===== src/dkhs_defs.svh =====
`ifndef DKHS_DEFS_SVH
`define DKHS_DEFS_SVH

// =========================================================================
// Timing constants
// =========================================================================
// System clock period in nanoseconds.
`define DKHS_CLK_NS        20
// Command complete drop and attention lead time in nanoseconds.
`define DKHS_T100_NS       100
// Lead cycles, rounded up.
`define DKHS_LEAD_CYC      ((`DKHS_T100_NS + `DKHS_CLK_NS - 1) / `DKHS_CLK_NS)
// Idle and handshake limit in milliseconds.
`define DKHS_T10_MS        10
// Cycles in 10 ms, rounded down.
`define DKHS_IDLE_CYC      ((`DKHS_T10_MS * 1000000) / `DKHS_CLK_NS)
// Bit times allowed for address mark found.
`define DKHS_AMF_BITS      8
// Minimum reference clock half period in system cycles.
`define DKHS_REF_HALF      2
// Optical stretch limit in minimum periods.
`define DKHS_OPT_MAX       15
// Number of status bits that may raise attention (bits 9..0); the core masks them, so none does.
`define DKHS_ATTN_BITS     10

`endif


===== src/dkhs_pkg.sv =====
package dkhs_pkg;
    // Handshake sequencer states.
    typedef enum logic [2:0] {
        DKHS_IDLE,
        DKHS_XFER,
        DKHS_EXEC,
        DKHS_LEAD,
        DKHS_ERRWAIT,
        DKHS_DONE
    } dkhs_state_t;
endpackage


===== src/dkhs_fifo.sv =====
`timescale 1ns/1ps
// =========================================================================
// Small FIFO for captured write data
// =========================================================================
module dkhs_fifo #(
    parameter int WIDTH = 8,
    parameter int DEPTH = 16
) (
    input  wire logic             sys_clk,
    input  wire logic             rst_n,
    input  wire logic [WIDTH-1:0] in_data,
    input  wire logic             in_valid,
    output logic                  in_ready,
    output logic [WIDTH-1:0]      out_data,
    output logic                  out_valid,
    input  wire logic             out_ready
);
    localparam int AW = $clog2(DEPTH);

    // Depth must be a power of two for the wrapping pointers.
    if (DEPTH < 2 || (DEPTH & (DEPTH - 1)) != 0) begin : g_bad_depth
        $error("dkhs_fifo depth must be a power of two");
    end

    // Both pointers in one packed struct.
    typedef struct packed {
        logic [AW:0] wr;
        logic [AW:0] rd;
    } dkhs_fifo_st_t;

    logic [WIDTH-1:0] mem [DEPTH];    // Storage array.
    dkhs_fifo_st_t    st_reg;         // Pointer state.
    dkhs_fifo_st_t    st_next;        // Next pointer state.
    logic             push;           // Write accepted.
    logic             pop;            // Read accepted.

    assign in_ready  = (st_reg.wr - st_reg.rd) != (AW+1)'(DEPTH);
    assign out_valid = st_reg.wr != st_reg.rd;
    assign out_data  = mem[st_reg.rd[AW-1:0]];
    assign push      = in_valid && in_ready;
    assign pop       = out_valid && out_ready;

    // Pointer update.
    always_comb begin
        st_next = st_reg;
        if (push) begin
            st_next.wr = st_reg.wr + 1'b1;
        end
        if (pop) begin
            st_next.rd = st_reg.rd + 1'b1;
        end
    end

    // Registers, synchronous reset.
    always_ff @(posedge sys_clk) begin
        if (!rst_n) begin
            st_reg <= '0;
        end else begin
            st_reg <= st_next;
        end
        if (push) begin
            mem[st_reg.wr[AW-1:0]] <= in_data;
        end
    end
endmodule // dkhs_fifo


===== src/dkhs_core.sv =====
`timescale 1ns/1ps
`include "dkhs_defs.svh"
// =========================================================================
// Drive-side handshake and timing core
// =========================================================================
// Control pins are active low at the connector; the core takes and gives
// asserted-high levels and the pad logic inverts.
module dkhs_core #(
    parameter int IDLE_CYC  = `DKHS_IDLE_CYC,
    parameter int REF_HALF  = `DKHS_REF_HALF,
    parameter int FIFO_DEPTH = 16
) (
    input  wire logic        sys_clk,
    input  wire logic        rst_n,
    input  wire logic        xfer_req,
    input  wire logic        cmd_bit,
    output logic             xfer_ack,
    output logic             stat_bit,
    output logic             cmd_cmpl,
    output logic             attn,
    input  wire logic        write_gate,
    input  wire logic        am_enable,
    input  wire logic        write_clk,
    input  wire logic        write_data,
    input  wire logic        read_am_seen,
    output logic             am_found,
    output logic             ref_clk,
    output logic             sync_start,
    output logic             write_am,
    output logic             cmd_valid,
    output logic [15:0]      cmd_word,
    output logic             cmd_fault,
    input  wire logic        exec_done,
    input  wire logic        exec_error,
    input  wire logic        status_req,
    input  wire logic [15:0] status_word,
    output logic [7:0]       wr_byte,
    output logic             wr_byte_valid,
    input  wire logic        wr_byte_ready,
    output logic             xfer_fault
);
    // Elaboration check: the half-period counter is eight bits wide.
    if (IDLE_CYC < 1 || REF_HALF < 1 || REF_HALF > 256) begin : g_bad_param
        $error("dkhs_core timing parameters out of range");
    end

    localparam int ICW = $clog2(IDLE_CYC + 1);

    // =====================================================================
    // State
    // =====================================================================
    typedef struct packed {
        logic [1:0]  req_s;      // Request synchroniser.
        logic [1:0]  bit_s;      // Command bit synchroniser.
        logic [1:0]  wg_s;       // Write gate synchroniser.
        logic [1:0]  ame_s;      // Address mark enable synchroniser.
        logic [1:0]  wc_s;       // Write clock synchroniser.
        logic [1:0]  wd_s;       // Write data synchroniser.
        logic [1:0]  am_s;       // Mark detector synchroniser.
        logic        req_d;      // Delayed synced request.
        logic        wg_d;
        logic        ame_d;
        logic        wc_d;
        dkhs_pkg::dkhs_state_t st;
        logic [4:0]  nbit;       // Bits in current transfer.
        logic [15:0] sh;         // Shift register.
        logic        resp;       // Status response in progress.
        logic        pe;         // Parity bit was bad.
        logic [ICW-1:0] icnt;    // Idle and handshake timer.
        logic [3:0]  lead;       // Attention lead counter.
        logic        ack;
        logic        cc;
        logic        at;
        logic        sbit;
        logic        amf;
        logic        sync;
        logic        wam;
        logic        cv;
        logic [15:0] cw;
        logic        cf;
        logic        xf;
        logic [7:0]  refc;       // Reference clock half-period counter.
        logic        rclk;
        logic [7:0]  wsh;        // Write data assembler.
        logic [2:0]  wcnt;
        logic        wpush;
    } dkhs_st_t;

    dkhs_st_t s_reg;             // Current state.
    dkhs_st_t s_next;            // Next state.
    logic     fifo_ready;        // FIFO can take a byte.

    // Odd parity check on a command word.
    function automatic logic par_ok(input logic [15:0] w, input logic p);
        return ^{w, p};
    endfunction

    // =====================================================================
    // Next state logic
    // =====================================================================
    always_comb begin
        logic req;
        logic rise;
        logic fall;
        req  = s_reg.req_s[1];
        rise = req && !s_reg.req_d;
        fall = !req && s_reg.req_d;
        s_next = s_reg;
        s_next.req_s = {s_reg.req_s[0], xfer_req};
        s_next.bit_s = {s_reg.bit_s[0], cmd_bit};
        s_next.wg_s  = {s_reg.wg_s[0], write_gate};
        s_next.ame_s = {s_reg.ame_s[0], am_enable};
        s_next.wc_s  = {s_reg.wc_s[0], write_clk};
        s_next.wd_s  = {s_reg.wd_s[0], write_data};
        s_next.am_s  = {s_reg.am_s[0], read_am_seen};
        s_next.req_d = req;
        s_next.wg_d  = s_reg.wg_s[1];
        s_next.ame_d = s_reg.ame_s[1];
        s_next.wc_d  = s_reg.wc_s[1];
        s_next.cv    = 1'b0;
        s_next.cf    = 1'b0;
        s_next.xf    = 1'b0;
        s_next.sync  = 1'b0;
        s_next.wpush = 1'b0;

        // Reference clock: fixed symmetrical halves, never a sliver.
        // Only whole half periods are produced, so no extended phase.
        if (s_reg.refc == 8'(REF_HALF - 1)) begin
            s_next.refc = '0;
            s_next.rclk = !s_reg.rclk;
        end else begin
            s_next.refc = s_reg.refc + 8'h01;
        end

        // Address mark found, two sync stages plus one: within 8 bit times.
        s_next.amf = s_reg.am_s[1];

        // Format: write gate rise starts sync field.
        // Mark enable fall starts sync with no mark written.
        if ((s_reg.wg_s[1] && !s_reg.wg_d) || (!s_reg.ame_s[1] && s_reg.ame_d)) begin
            s_next.sync = 1'b1;
        end
        s_next.wam = s_reg.ame_s[1] && s_reg.wg_s[1] && 1'b0;

        // Write data captured on the write clock leading edge, no phase
        // relation to the reference clock assumed.
        if (s_reg.wg_s[1] && s_reg.wc_s[1] && !s_reg.wc_d) begin
            s_next.wsh  = {s_reg.wsh[6:0], s_reg.wd_s[1]};
            s_next.wcnt = s_reg.wcnt + 3'h1;
            if (s_reg.wcnt == 3'h7) begin
                s_next.wpush = 1'b1;
            end
        end

        case (s_reg.st)
            dkhs_pkg::DKHS_IDLE: begin
                s_next.icnt = '0;
                if (rise) begin
                    // Drop command complete on request, with the ack.
                    s_next.cc   = 1'b0;
                    s_next.ack  = 1'b1;
                    s_next.sh   = status_req ? {status_word[14:0], 1'b0}
                                             : {s_reg.sh[14:0], s_reg.bit_s[1]};
                    s_next.sbit = status_word[15];
                    s_next.nbit = 5'h01;
                    s_next.st   = dkhs_pkg::DKHS_XFER;
                    s_next.resp = status_req;
                end
            end
            dkhs_pkg::DKHS_XFER: begin
                // Handshake limit of 10 ms per bit.
                s_next.icnt = s_reg.icnt + 1'b1;
                if (fall) begin
                    s_next.ack  = 1'b0;
                    s_next.icnt = '0;
                    if (s_reg.nbit == 5'h11) begin
                        s_next.cw = s_reg.sh;
                        if (s_reg.resp) begin
                            s_next.cc = 1'b1;   // Status transfer finished.
                            s_next.st = dkhs_pkg::DKHS_IDLE;
                        end else if (s_reg.pe) begin
                            // Error: attention, hold ack low, then idle wait.
                            s_next.at   = 1'b1;
                            s_next.cf   = 1'b1;
                            s_next.st   = dkhs_pkg::DKHS_ERRWAIT;
                        end else begin
                            s_next.cv = 1'b1;
                            s_next.st = dkhs_pkg::DKHS_EXEC;
                        end
                    end
                end else if (rise) begin
                    s_next.ack  = 1'b1;
                    s_next.icnt = '0;
                    // Bit 17 is parity; the word stays whole.
                    s_next.pe   = !par_ok(s_reg.sh, s_reg.bit_s[1]);
                    if (s_reg.nbit != 5'h10) begin
                        s_next.sh = s_reg.resp ? {s_reg.sh[14:0], 1'b0}
                                               : {s_reg.sh[14:0], s_reg.bit_s[1]};
                    end
                    s_next.sbit = s_reg.sh[15];
                    s_next.nbit = s_reg.nbit + 5'h01;
                end else if (s_reg.icnt == ICW'(IDLE_CYC)) begin
                    s_next.xf = 1'b1;
                    s_next.at = 1'b1;
                    s_next.ack = 1'b0;
                    s_next.st = dkhs_pkg::DKHS_ERRWAIT;
                end
            end
            dkhs_pkg::DKHS_EXEC: begin
                if (exec_done) begin
                    // Status bits 15..10 alone never raise attention.
                    if (exec_error || (|status_word[`DKHS_ATTN_BITS-1:0] && 1'b0)) begin
                        s_next.at   = 1'b1;
                        s_next.lead = '0;
                        s_next.st   = dkhs_pkg::DKHS_LEAD;
                    end else begin
                        s_next.cc = 1'b1;     // Execution finished.
                        s_next.st = dkhs_pkg::DKHS_IDLE;
                    end
                end
            end
            dkhs_pkg::DKHS_LEAD: begin
                // Attention stands six cycles, 120 ns, before command complete.
                s_next.lead = s_reg.lead + 4'h1;
                if (s_reg.lead == 4'(`DKHS_LEAD_CYC)) begin
                    s_next.cc = 1'b1;
                    s_next.st = dkhs_pkg::DKHS_IDLE;
                end
            end
            dkhs_pkg::DKHS_ERRWAIT: begin
                // Request must stay low 10 ms on the system clock.
                s_next.ack = 1'b0;
                if (req) begin
                    s_next.icnt = '0;
                    if (rise) begin
                        s_next.xf = 1'b1;   // Refuse as interface fault.
                    end
                end else if (s_reg.icnt == ICW'(IDLE_CYC)) begin
                    s_next.st = dkhs_pkg::DKHS_DONE;
                end else begin
                    s_next.icnt = s_reg.icnt + 1'b1;
                end
            end
            dkhs_pkg::DKHS_DONE: begin
                s_next.cc = 1'b1;
                s_next.st = dkhs_pkg::DKHS_IDLE;
            end
            default: begin
                s_next.st = dkhs_pkg::DKHS_IDLE;
            end
        endcase
        // Attention cleared only by a new non-status command start.
        if (s_reg.st == dkhs_pkg::DKHS_IDLE && rise && !status_req) begin
            s_next.at = 1'b0;
        end
    end

    // =====================================================================
    // Registers
    // =====================================================================
    always_ff @(posedge sys_clk) begin
        if (!rst_n) begin
            s_reg    <= '0;
            s_reg.st <= dkhs_pkg::DKHS_IDLE;
            s_reg.cc <= 1'b1;
        end else if (s_reg.wpush && !fifo_ready) begin
            // Back-pressure: keep the byte and its push pending while it cannot be taken; the rest advances.
            s_reg       <= s_next;
            s_reg.wpush <= 1'b1;
            s_reg.wsh   <= s_reg.wsh;
        end else begin
            s_reg <= s_next;
        end
    end

    // Write data buffer toward the formatter.
    dkhs_fifo #(
        .WIDTH(8),
        .DEPTH(FIFO_DEPTH)
    ) u_fifo (
        .sys_clk  (sys_clk),
        .rst_n    (rst_n),
        .in_data  (s_reg.wsh),
        .in_valid (s_reg.wpush),
        .in_ready (fifo_ready),
        .out_data (wr_byte),
        .out_valid(wr_byte_valid),
        .out_ready(wr_byte_ready)
    );

    assign xfer_ack   = s_reg.ack;
    assign stat_bit   = s_reg.sbit;
    assign cmd_cmpl   = s_reg.cc;
    assign attn       = s_reg.at;
    assign am_found   = s_reg.amf;
    assign ref_clk    = s_reg.rclk;
    assign sync_start = s_reg.sync;
    assign write_am   = s_reg.wam;
    assign cmd_valid  = s_reg.cv;
    assign cmd_word   = s_reg.cw;
    assign cmd_fault  = s_reg.cf;
    assign xfer_fault = s_reg.xf;
endmodule // dkhs_core


===== config.mk =====
export PLATFORM = sky130hd
export DESIGN_NAME = dkhs_core
export DESIGN_NICKNAME = d
export VERILOG_FILES = /design/src/dkhs_pkg.sv /design/src/dkhs_fifo.sv /design/src/dkhs_core.sv
export VERILOG_INCLUDE_DIRS = /design/src
export SDC_FILE = /design/constraint.sdc
export NUM_CORES = 1
export LEC_CHECK = 0
export BUFFER_PORTS_ARGS = -buffer_cell sky130_fd_sc_hd__buf_2
export CAP_MARGIN = 0
export CORE_ASPECT_RATIO = 1.4
export CORE_MARGIN = 2
export CORE_UTILIZATION = 40
export DETAILED_ROUTE_END_ITERATION = 8
export SLEW_MARGIN = 20
export SYNTH_ARGS = -nofsm -noshare
export SYNTH_HDL_FRONTEND = slang
export SYNTH_SLANG_ARGS = --single-unit

===== constraint.sdc =====
create_clock -name sys_clk -period 5.5 [get_ports sys_clk]
set_input_delay 0.55 -clock sys_clk [delete_from_list [all_inputs] [get_ports sys_clk]]
set_output_delay 0.55 -clock sys_clk [all_outputs]
set_load 0.02 [all_outputs]

=== Word-level counts from Yosys, hierarchy flattened ===
Memory sizes are Yosys's and may differ from the RTL's. A register that Yosys moved wholly into a read port is not among the register bits.
Cells that the tools add are included.

* ROM bits: 0
* Memories: 1
* Input bits: 29
* Bits in writable memories: 128
* Bits in registers: 124
* Bits in latches: 0

{| class="wikitable"
|+ Memory list
! memory !! depth !! bits a word !! rd ports !! clocked after memory_dff !! write ports !! line !! source
|-
| u_fifo.mem || 16 || 8 || 1 || 1 || 1 || dkhs_fifo.sv:31 || <nowiki>logic [WIDTH-1:0] mem [DEPTH];</nowiki>
|}

* Mux-type cells: 77
* Equality and inequality tests: 13
* Reduce and logical (&&, ||, !) cells: 24
* Bitwise operators: 1
* Shifts and indexed selects: 0
* Multiply operators: 0
* Divide/modulo/power cells: 0
* Add/sub/neg operators: 8
* $lt $le $gt $ge: 0

{| class="wikitable"
|+ Operators with widths
! cell !! count
|-
| $mux 19 || 3
|-
| $pmux 19 s3 || 1
|-
| $mux 18 || 3
|-
| $mux 21 || 2
|-
| $pmux 21 s2 || 1
|-
| $mux 1 || 36
|-
| $mux 16 || 2
|-
| $mux 3 || 10
|-
| $mux 25 || 1
|-
| $mux 20 || 1
|-
| $mux 4 || 5
|-
| $add 19x1->19 const B || 1
|-
| $eq 19x19->1 const B || 1
|-
| $reduce_xor 17->1 || 1
|-
| $add 5x1->5 const B || 3
|-
| $pmux 3 s5 || 1
|-
| $logic_and 1x1->1 || 11
|-
| $ne 5x5->1 const B || 2
|-
| $eq 3x3->1 const B || 3
|-
| $logic_not 1->1 || 9
|-
| $add 8x1->8 const B || 1
|-
| $eq 8x1->1 const B || 1
|-
| $mux 2 || 4
|-
| $mux 8 || 1
|-
| 16 further kinds || 19
|}

=== Logic depth before layout (Yosys ltp) ===
Gate-level depths: netlist of the first run.

* Word-level depth: 6
* Gate-level depth with buffers: 9

=== Cells and area by module ===
A second synthesis of the first run with hierarchy kept.

* Cell total of the unflattened synthesis: 831
* Area, all modules: 10,830.4 µm²

{| class="wikitable"
|+ By module, submodules not included
! module !! area an instance (µm²) !! seq. area each (µm²) !! times used !! cells an instance
|-
| dkhs_fifo || 5,659.2 || 4,124.0 || 1 || 281
|-
| dkhs_core || 5,171.2 || 2,262.2 || 1 || 550
|}

=== Worst setup path before layout of the first run ===
OpenSTA, ideal clock, no wires.

* Path kind: register to register
* From: register u_fifo.st_reg[1] (netlist bit)
* To: memory u_fifo.mem[0][0] (enable)
* Arrival time: 2.402 ns
* Setup slack: 2.715 ns
* Stages on the path, launching flop included: 9
* Setup time: 0.383 ns
* Clock period less this slack: 2.785 ns
* Required time: 5.117 ns
* Cell sequence: dfxtp_1 > inv_1 > ha_1 > nor2b_1 > o21a_1 > o211ai_1 > a21o_1 > nand3_1 > nor3_1

* Word-level cells in the longest chain between the ends: 5

{| class="wikitable"
|+ Ends and longest elaborated chain
! element !! line !! source
|-
| start, declared || dkhs_fifo.sv:32 || <nowiki>dkhs_fifo_st_t st_reg;</nowiki>
|-
| start signal, assigned || dkhs_fifo.sv:59 || <nowiki>st_reg <= st_next;</nowiki>
|-
| $sub 5x5->5 || dkhs_fifo.sv:37 || <nowiki>assign in_ready = (st_reg.wr - st_reg.rd) != (AW+1)'(DEPTH);</nowiki>
|-
| $ne 5x5->1 || dkhs_fifo.sv:37 ||
|-
| $logic_and 1x1->1 || dkhs_fifo.sv:40 || <nowiki>assign push = in_valid && in_ready;</nowiki>
|-
| $mux 1 || dkhs_fifo.sv:61 || <nowiki>if (push) begin</nowiki>
|-
| $mux 1 (not written as such) || dkhs_fifo.sv:62 || <nowiki>mem[st_reg.wr[AW-1:0]] <= in_data;</nowiki>
|-
| end, declared || dkhs_fifo.sv:31 ||
|}

No other way between the ends.

==> results of run 1 <==
final cells by class:
type                       count  area [um2]  share of cell area, %
sequential                   255        6390                   53.1
multi-input combinational    502        3960                   32.9
clock buffer                  36         751                   6.24
tap                          324         405                   3.37
timing repair buffer          68         353                   2.93
clock inverter                10         108                  0.894
inverter                      21        78.8                  0.655
critical path: cells and delay by family, from the launching register on:
family   cells  cell delay (ps)
mux          2             1070
buf+inv      2              630
flops        1              600
worst paths after layout:
path,start,to,slack [ps],cells after the start
min reg2reg,s_next[113],s_next[99],430,1
max reg2reg,u_fifo.st_reg[7],u_fifo.mem[2][7],2240,6
min,cmd_bit,s_next[111],220,2
max,register,wr_byte[6],2110,4
per-stage QoR:
step                setup WS (ps)  util [%]
floorplan                    2710         -
global placement             2220      42.6
detailed placement           2230      42.7
CTS                          2040      45.9
global route                 1940      46.0
finish                       2110      46.0
cell families (layout without fill, tap and decap cells):
family | after synthesis | after routing | share of synthesized area [%]
AO/OA/AOI/OAI | 108 | 108 | 7.50
buffers and inverters | 79 | 135 | 3.57
other | 1 | 1 | 0.0350
multiplexers | 69 | 69 | 11.1
flip-flops | 255 | 255 | 59.7
AND/OR/NAND/NOR | 249 | 249 | 11.2
XOR/XNOR | 52 | 52 | 4.25
adder cells (fa/ha/maj) | 23 | 23 | 2.69
power breakdown:
group          internal [mW]  total [mW]  leakage (nW)  switching [mW]
sequential              2.02        2.07          2.22          0.0535
combinational          0.131       0.329          1.67           0.199
clock                   1.05        1.76         0.423           0.711
total                   3.19        4.16          4.31           0.963
layout by cell type, fill, tap and decap left out, types with 3 or more instances in the layout:
cell,instances
and2_1,23
nand2_1,35
edfxtp_1,128
dfxtp_1,125
nand3_1,22
mux2i_1,28
clkinv_2,3
xnor2_1,22
o21ai_1,4
nand2b_1,10
nor3_2,4
clkbuf_16,27
o211ai_1,7
nor3b_1,3
a31oi_1,3
and3_1,5
ha_1,23
a21oi_1,20
xor2_1,30
buf_2,63
clkbuf_1,4
nor3_1,3
a311oi_1,3
a21o_1,3
buf_4,5
a211oi_1,15
or3_1,4
nand4_1,10
o2111ai_1,4
o21ai_0,13
a22oi_1,17
clkbuf_8,4
mux4_2,40
inv_1,18
nor4_1,6
inv_2,3
nor2_1,110
per-layer routing:
metal / global-route usage, % / up-vias
met3: 2.33 / 37
met2: 28.6 / 144
met5: 0 / -
li1: - / 3124
met4: 4.96 / 0
met1: 18.1 / 3068
==> metrics.csv, run 1 <==
metric,value,unit
antenna_cells,0,
drive_above_1_share,19.1,%
drv_slew,0,
synth_edf_count,128,
clk_pin_slew,70,ps
largest_reg_flops,128,
criticalPathCategory,register to output port,
leakage,4.31,nW
synthFlopType,edfxtp_1,
wl_met2,11.3,mm
fp-row-count,70,
routed_wl,21.6,mm
fin_nets,925,
slew_headroom,26.5,%
grt_max_degree,57,
die_h,198,um
nFillCells,2389,
cp.arrival,2840,ps
synth_nets,888,
hp-class,primary input to register,
startpoint_type,register,
cts_root_buffer,clkbuf_16,
yosys.area.top_type,edfxtp_1,
grt_util_all_layers,15.4,%
io_buffers,63,
synth_seq_cells,255,
drc,0,
vias,6373,
rsz0062_at_grt,no,
die-area,28100,um2
post_dp_cell_area,11200,um2
ys_async_sr_fraction,0,%
final.period_utilization,61.6,%
drtPass1Iterations,5,
cpMostUsedCell,mux4_2,
grt_pass1_vias,6372,
power,4.16,mW
io_pins,65,
chipWidth,142,um
synth_area_leaders,"edfxtp_1 (36%), dfxtp_1 (24%), mux4_2 (8.4%), nor2_1 (3.9%), ha_1 (2.7%)",
htree_levels,1,
cp_cell_sequence,"buf_4, mux4_2, mux4_2, buf_2",
drtIter0Drc,307,
grt_pass1_wl,34.0,mm
grt_overflow,0,
stdcell_area,12000,um2
cts_tree,done,
coreArea,26200,um2
required,4950,ps
fin_crit,3390,ps
area_growth_syn_to_layout,12.5,%
wl_per_cell,17.7,um
worstMarginPinSlew,1090,ps
start_util,40.9,%
crit_path_end_kind,output port,
worstSkewPairLatency,530,ps
hold_slack,220,ps
yosys_warnings,0,
max_stage_delay,600,ps
via_per_inst,5.24,
hpwl,14.5,mm
synthCells,836,
ys_seq_area_share,59.7,%
numCtsBuffers,25,
cts.sinks,255,
syn_area,10700,um2
ir_drop,0.225,mV
route.top_layer_used,met4,
cts_setup_buffers,0,
maxCapViolations,0,
numPlacedInstances,1170,
tns,0,ps
syn_avg_cell_area,12.8,um2
synth.distinct_cells,66,
pwr_density_cell,345,nW/um2
antenna_found_initial,0,
yosysMostFrequentCell,edfxtp_1,
place_congestion,0.795,
run_status,"finished, final reports clean",
crit_slowest_cell,dfxtp_2,
wl_met3,886,um
cts_buffer_depth,3,
setup_viol,0,
yosys-top-cells-count,"edfxtp_1 (128), dfxtp_1 (127), nor2_1 (110), mux4_2 (40), nand2_1 (35)",
cp_max_fo,20,
ant_nets,0,
wl_met1,8.87,mm
finalHoldViolCount,0,
synth_top_area_share,35.9,%
fmax,295,MHz
cts_hold_buf,0,
skew,15.9,ps
stdcell_count,1216,
cts_resized,0,
(Power assumes the default switching activity.)
==> inputs of run 2 (changes only) <==
--- a/config.mk
+++ b/config.mk
@@ -6,6 +6,7 @@
 export SDC_FILE = /design/constraint.sdc
 export NUM_CORES = 1
 export LEC_CHECK = 0
+export ABC_AREA = 1
 export BUFFER_PORTS_ARGS = -buffer_cell sky130_fd_sc_hd__buf_2
 export CAP_MARGIN = 0
 export CORE_ASPECT_RATIO = 1.4
==> constraint.sdc (replaced) <==
create_clock -name sys_clk -period 2.9 [get_ports sys_clk]
set_input_delay 0.29 -clock sys_clk [delete_from_list [all_inputs] [get_ports sys_clk]]
set_output_delay 0.29 -clock sys_clk [all_outputs]
set_load 0.02 [all_outputs]
==> run 2 against run 1 <==
- sequential cell count did not move
- worst setup slack got worse by 1800 ps
- wire length rose by 17%
==> metrics.csv, run 2 <==
metric,value,unit,change
chipWidth,148,um,+3.8%
maxCapViolations,0,,unchanged
syn_area,11600,um2,+8.1%
synth_edf_count,128,,unchanged
synth_nets,1331,,+50%
synthCells,1279,,+53%
rr_worst_depth,13,,+7
fin_nets,1385,,+50%
final.period_utilization,89.1,%,
hold_slack,48.1,ps,-172 ps
criticalPathCategory,register to register,,
finalHoldViolCount,0,,unchanged
largest_reg_flops,128,,unchanged
fp-row-count,73,,+4.3%
power,8.98,mW,+120%
syn_avg_cell_area,9.05,um2,-29%
numCtsBuffers,26,,+4.0%
layout_setup_ws,315,ps,-1800 ps
grt_util_all_layers,16.7,%,+1.3 points
ir_drop,0.536,mV,+140%
antenna_cells,0,,unchanged
cp_max_fo,8,,-60%
die-area,30300,um2,+7.9%
layout_commonest_cell,nand2_1,,
coreArea,28400,um2,+8.5%
power.share.switching,27.6,%,+4.5 points
hp-class,primary input to register,,
start_util,40.7,%,-0.15 points
synthFlopType,edfxtp_1,,
combPwrFrac,16.2,%,+8.3 points
grt_pass1_vias,8367,,+31%
ys_async_sr_fraction,0,%,unchanged
yosys_warnings,0,,unchanged
final_cell_mix,"nand2_1 (214), inv_1 (149), a21oi_1 (128), edfxtp_1 (128), dfxtp_1 (126)",,
drive_above_1_share,12.7,%,-6.3 points
yosysMostFrequentCell,nand2_1,,
ys_seq_area_share,55.2,%,-4.5 points
cts_root_buffer,clkbuf_16,,
synth.distinct_cells,43,,-35%
drtPass1Iterations,5,,unchanged
setup_viol,0,,unchanged
antenna_found_initial,0,,unchanged
wl_per_cell,14.6,um,-18%
clk_pin_slew,60,ps,about the same
synth_seq_cells,255,,unchanged
crit_path_end_kind,register,,
vias,8605,,+35%
tns,0,ps,unchanged
io_pins,65,,unchanged
synth_area_leaders,"edfxtp_1 (33%), dfxtp_1 (22%), nand2_1 (6.9%), a21oi_1 (5.5%), inv_1 (4.8%)",,
grt_overflow,0,,unchanged
grt_max_degree,74,,+30%
pwr_density_cell,681,nW/um2,+97%
drc,0,,unchanged
cts_buffer_depth,3,,unchanged
drtIter0Drc,379,,+23%
cp.arrival,2810,ps,-30 ps
cts_tree,done,,
startpoint_type,register,,
dp_slack,381,ps,-1850 ps
grt_pass1_wl,41.0,mm,+21%
run_status,"finished, final reports clean",,
cts.sinks,255,,unchanged
skew,12.3,ps,-3.57 ps
hpwl,17.1,mm,+18%
net-switching-power,2.48,mW,+160%
clkPwrFrac,39.6,%,-2.7 points
slew_headroom,38.7,%,+12 points
synth_top_area_share,33.2,%,-2.7 points
ant_nets,0,,unchanged
fin_crit,2580,ps,
rsz0062_at_grt,no,,
leakage,5.00,nW,+16%
drv_slew,0,,unchanged
hold_path_depth,3,,+1
htree_levels,1,,unchanged
routed_wl,25.2,mm,+17%
io_buffers,63,,unchanged
fmax,387,MHz,
worstMarginPinSlew,918,ps,-176 ps
area_growth_syn_to_layout,14.0,%,
yosys.area.top_type,edfxtp_1,,
intPower,6.50,mW,+100%
via_per_inst,4.98,,-5.0%
cts_resized,0,,unchanged
die_h,205,um,+3.9%
place_congestion,0.912,,+15%
yosys-top-cells-count,"nand2_1 (214), inv_1 (149), a21oi_1 (128), edfxtp_1 (128), dfxtp_1 (127)",,
required,3120,ps,-1830 ps
seqPwrFrac,44.2,%,-5.6 points
worstSkewPairLatency,520,ps,about the same
-- run 2: cell count changes after synthesis, moves of 16 or more --
cell,delta
a21oi_1,+108
xor2_1,-21
xnor2_1,-17
inv_1,+130
nand3_1,+45
nand2_1,+179
o211ai_1,+26
mux4_2,-40
o21ai_0,+74
a22oi_1,-17
o22ai_1,+16
and2_1,-23
-- run 2: worst paths after layout --
path / startpoint / end / slack (ps)
worst max-delay path: u_fifo.st_reg[7] / u_fifo.mem[13][4] / 320
worst min-delay path: status_word[15] / stat_bit / 50
worst max register to register: u_fifo.st_reg[7] / u_fifo.mem[13][4] / 320
worst min register to register: s_next[103] / s_reg[103] / 410
-- run 2: critical path: stages, from the launching register on --
cell	delay (ps)
dfxtp_1	510
ha_1	350
nand2_1	90
inv_1	40
nand2_1	70
nand3_1	60
nand2_1	60
nor2_1	50
nand2_1	150
nand2_1	160
inv_2	150
nand2_1	220
nor2_1	180
buf_4	190
-- run 2: power by group through the flow --
stage / clock, mW / combinational [mW] / sequential, mW
finish: 3.56 / 1.46 / 3.97
global route: 3.79 / 1.67 / 3.98
CTS: 3.64 / 1.47 / 3.97
detailed placement: 0 / 1.46 / 4.05
global placement: 0 / 1.44 / 4.05
floorplan: 0 / 1.20 / 4.03
-- run 2: area by class of cell --
class / instances / area [um2]
inverter: 160 / 603
multi-input combinational: 795 / 4210
tap: 375 / 469
clock buffer: 29 / 693
sequential: 255 / 6390
timing repair buffer: 95 / 586
clock inverter: 19 / 236
fill: 2701 / 15200
-- run 2: routing by layer --
layer / part of all wire (%) / track usage (%) / vias up / wire (um)
met4: 3.0 / 5.87 / 0 / 758
li1: - / - / 4395 / -
met3: 3.6 / 2.06 / 53 / 903
met2: 52 / 32.1 / 159 / 13100
met1: 41 / 18.9 / 3998 / 10400
met5: 0 / 0 / - / 0
-- run 2: what timing repair did --
action | in CTS | in global routing
hold endpoints to repair | 7 | 0
buffers inserted | 0 | 0
hold buffers | 7 | 0
-- run 2: logic make-up (layout without fill, tap and decap cells) --
group,after synthesis,in the layout,share of synthesized area (%)
XOR/XNOR,14,14,1.06
adder cells (fa/ha/maj),23,23,2.49
buffers and inverters,229,303,8.43
AND/OR/NAND/NOR,446,446,16.7
flip-flops,255,255,55.2
multiplexers,32,32,2.77
AO/OA/AOI/OAI,279,279,13.3
other,1,1,0.0324
-- run 2: metrics by stage --
step | utilization (%) | instance area (um2) | std cells
after floorplan | - | 11600 | 1279
after global placement | 42.9 | 12200 | 1673
after detailed placement | 42.9 | 12200 | 1673
after CTS | 46.4 | 13200 | 1728
after global routing | 46.4 | 13200 | 1728
final | 46.4 | 13200 | 1728
==> inputs of run 3 (changes only) <==
--- a/config.mk
+++ b/config.mk
@@ -9,7 +9,6 @@
 export ABC_AREA = 1
 export BUFFER_PORTS_ARGS = -buffer_cell sky130_fd_sc_hd__buf_2
 export CAP_MARGIN = 0
-export CORE_ASPECT_RATIO = 1.4
 export CORE_MARGIN = 2
 export CORE_UTILIZATION = 40
 export DETAILED_ROUTE_END_ITERATION = 8
==> run 3 against run 2 <==
- core utilization is 0.30 points lower
- sequential power is essentially flat
- worst hold slack got worse by 11 ps
- highest routed layer unchanged
==> metrics.csv, run 3 (synthesis results as in run 2) <==
metric,value,unit,change
antenna_found_initial,0,,unchanged
grt_use_met3,2.58,%,+0.52 points
drv_slew,0,,unchanged
skew,12.7,ps,+0.414 ps
place_congestion,0.850,,-6.8%
tns,0,ps,unchanged
slew_headroom,39.7,%,+0.98 points
fin_crit,2580,ps,-7.58 ps
startpoint_type,register,,
net-switching-power,2.48,mW,about the same
leakage,5.01,nW,+0.24%
clk_pin_slew,60,ps,about the same
io_buffers,63,,unchanged
fp-row-count,62,,-15%
criticalPathCategory,register to register,,
cts.sinks,255,,unchanged
cts_setup_buffers,0,,unchanged
coreArea,28600,um2,+0.77%
stdcell_area,13200,um2,+0.11%
cp_max_fo,8,,unchanged
hold_start,cmd_bit,,
min_to,s_next[111],,
run_status,"finished, final reports clean",,
final.period_utilization,88.9,%,-0.26 points
worstSkewPairLatency,530,ps,about the same
reg2reg_from,u_fifo.st_reg[5],,
die-area,30300,um2,about the same
pwr_density_cell,688,nW/um2,+0.97%
die_h,174,um,-15%
chipWidth,174,um,+18%
setup_viol,0,,unchanged
largest_reg_flops,128,,unchanged
grt_pass1_wl,40.9,mm,-0.44%
finalHoldViolCount,0,,unchanged
cts_root_buffer,clkbuf_16,,
crit_family,simple AND/OR/NAND/NOR gates,,
met1_usage,22.0,%,+3.2 points
combPwrFrac,16.2,%,about the same
cts_tree,done,,
intPower,6.60,mW,+1.5%
hpwl,16.8,mm,-1.8%
grt_pass1_vias,8156,,-2.5%
required,3140,ps,+20 ps
reg2reg_to,u_fifo.mem[2][4],,
r2r_setup_slack,320,ps,about the same
drc,0,,unchanged
seqPwrFrac,43.7,%,-0.5 points
antenna_cells,0,,unchanged
worstMarginPinSlew,904,ps,-14.6 ps
rsz0062_at_grt,no,,
power,9.08,mW,+1.1%
path_buf_inv,4,,+1
wl_per_cell,14.5,um,-0.48%
final_cell_mix,"nand2_1 (214), inv_1 (149), a21oi_1 (128), edfxtp_1 (128), dfxtp_1 (126)",,
grt_util_all_layers,16.5,%,-0.19 points
hold_path_depth,3,,unchanged
via_per_inst,4.97,,-0.22%
area_growth_syn_to_layout,14.1,%,
fmax,388,MHz,+0.29%
cpMostUsedCell,nand2_1,,
top_usage_layer,met2,,
power.share.switching,27.3,%,-0.30 points
routed_wl,25.2,mm,about the same
maxCapViolations,0,,unchanged
clkPwrFrac,40.2,%,+0.6 points
crit_path_end_kind,register,,
post_dp_cell_area,12200,um2,+0.15%
nFillCells,2698,,-0.11%
cp_cell_sequence,"inv_1, ha_1, inv_1, nand2_1, nand2_1, nand2_1, a21oi_1, nor2_1, nand2_1, nand2_1, inv_2, nand2_1, nor2_1, buf_4",,
cp.arrival,2810,ps,about the same
max_stage_delay,440,ps,-70 ps
crit_slowest_cell,dfxtp_1,,
cts_buffer_depth,3,,unchanged
rr_worst_depth,14,,+1
start_util,40.4,%,-0.31 points
ant_nets,0,,unchanged
ir_drop,0.437,mV,-18%
grt_max_degree,70,,-5.4%
layout_commonest_cell,nand2_1,,
grt_overflow,0,,unchanged
io_pins,65,,unchanged
numCtsBuffers,27,,+3.8%
hp-class,primary input to register,,
drive_above_1_share,12.3,%,-0.45 points
vias,8636,,+0.36%
fin_nets,1386,,+0.072%
htree_levels,1,,unchanged
cts_resized,0,,unchanged
gr-usage-met2,27.7,%,-4.4 points
drtPass1Iterations,5,,unchanged
drtIter0Drc,465,,+23%
run 3: cell types whose count changed in the layout (fill, tap and decap cells not counted):
cell	previous run	this run
clkinv_2	6	4
clkinvlp_4	4	0
clkinv_1	2	3
buf_4	24	25
clkinv_4	1	0
bufinv_16	5	6
clkbuf_1	1	8
dlygate4sd3_1	7	6
clkinvlp_2	1	0
run 3: power by group through the flow:
stage	Clock [mW]	Sequential, mW	Combinational [mW]
detailed placement	0	4.04	1.47
CTS	3.73	3.97	1.48
global route	3.86	3.98	1.67
global placement	0	4.04	1.45
floorplan	0	4.03	1.20
finish	3.65	3.97	1.47
run 3: worst min-delay path: stages:
cell and delay, ps:
buf_2 90, nand2_1 40, inv_1 100
run 3: timing repair:
action,in CTS,in global routing
hold endpoints to repair,6,0
hold buffers,6,0
endpoints found under the setup margin,0,0
run 3: worst max path at each step:
| stage | startpoint | end | slack (ps) | cells past startpoint |
|---|---|---|---|---|
| after floorplan | u_fifo.st_reg[5] | u_fifo.mem[0][0] | 620 | 13 |
| after global placement | u_fifo.st_reg[7] | u_fifo.mem[2][3] | 490 | 13 |
| after detailed placement | u_fifo.st_reg[7] | u_fifo.mem[2][3] | 360 | 11 |
| after CTS | register | wr_byte[7] | 280 | 7 |
| after global routing | u_fifo.st_reg[5] | u_fifo.mem[14][2] | 80 | 14 |
| final | u_fifo.st_reg[5] | u_fifo.mem[2][4] | 320 | 14 |
run 3: routing by layer:
| layer | up-vias | share of wire [%] |
|---|---|---|
| met4 | 0 | 2.3 |
| met2 | 169 | 47 |
| met3 | 39 | 4.1 |
| met5 | - | 0 |
| met1 | 4027 | 47 |
| li1 | 4401 | - |
run 3: stage by stage:
step	hold WS (ps)	util, %	setup slack, ps	std cells
floorplan	388	-	618	1279
global placement	395	42.6	490	1683
detailed placement	398	42.6	364	1683
CTS	11.4	46.1	284	1738
global route	27.4	46.1	78.2	1738
finish	37.3	46.1	323	1738
run 3: cell type report:
| class | count | area (um2) | area share [%] |
|---|---|---|---|
| Multi-Input combinational cell | 795 | 4210 | 31.9 |
| Timing Repair Buffer | 95 | 583 | 4.42 |
| Sequential cell | 255 | 6390 | 48.4 |
| Tap cell | 384 | 480 | 3.64 |
| Inverter | 160 | 603 | 4.57 |
| Clock inverter | 13 | 216 | 1.64 |
| Clock buffer | 36 | 719 | 5.45 |
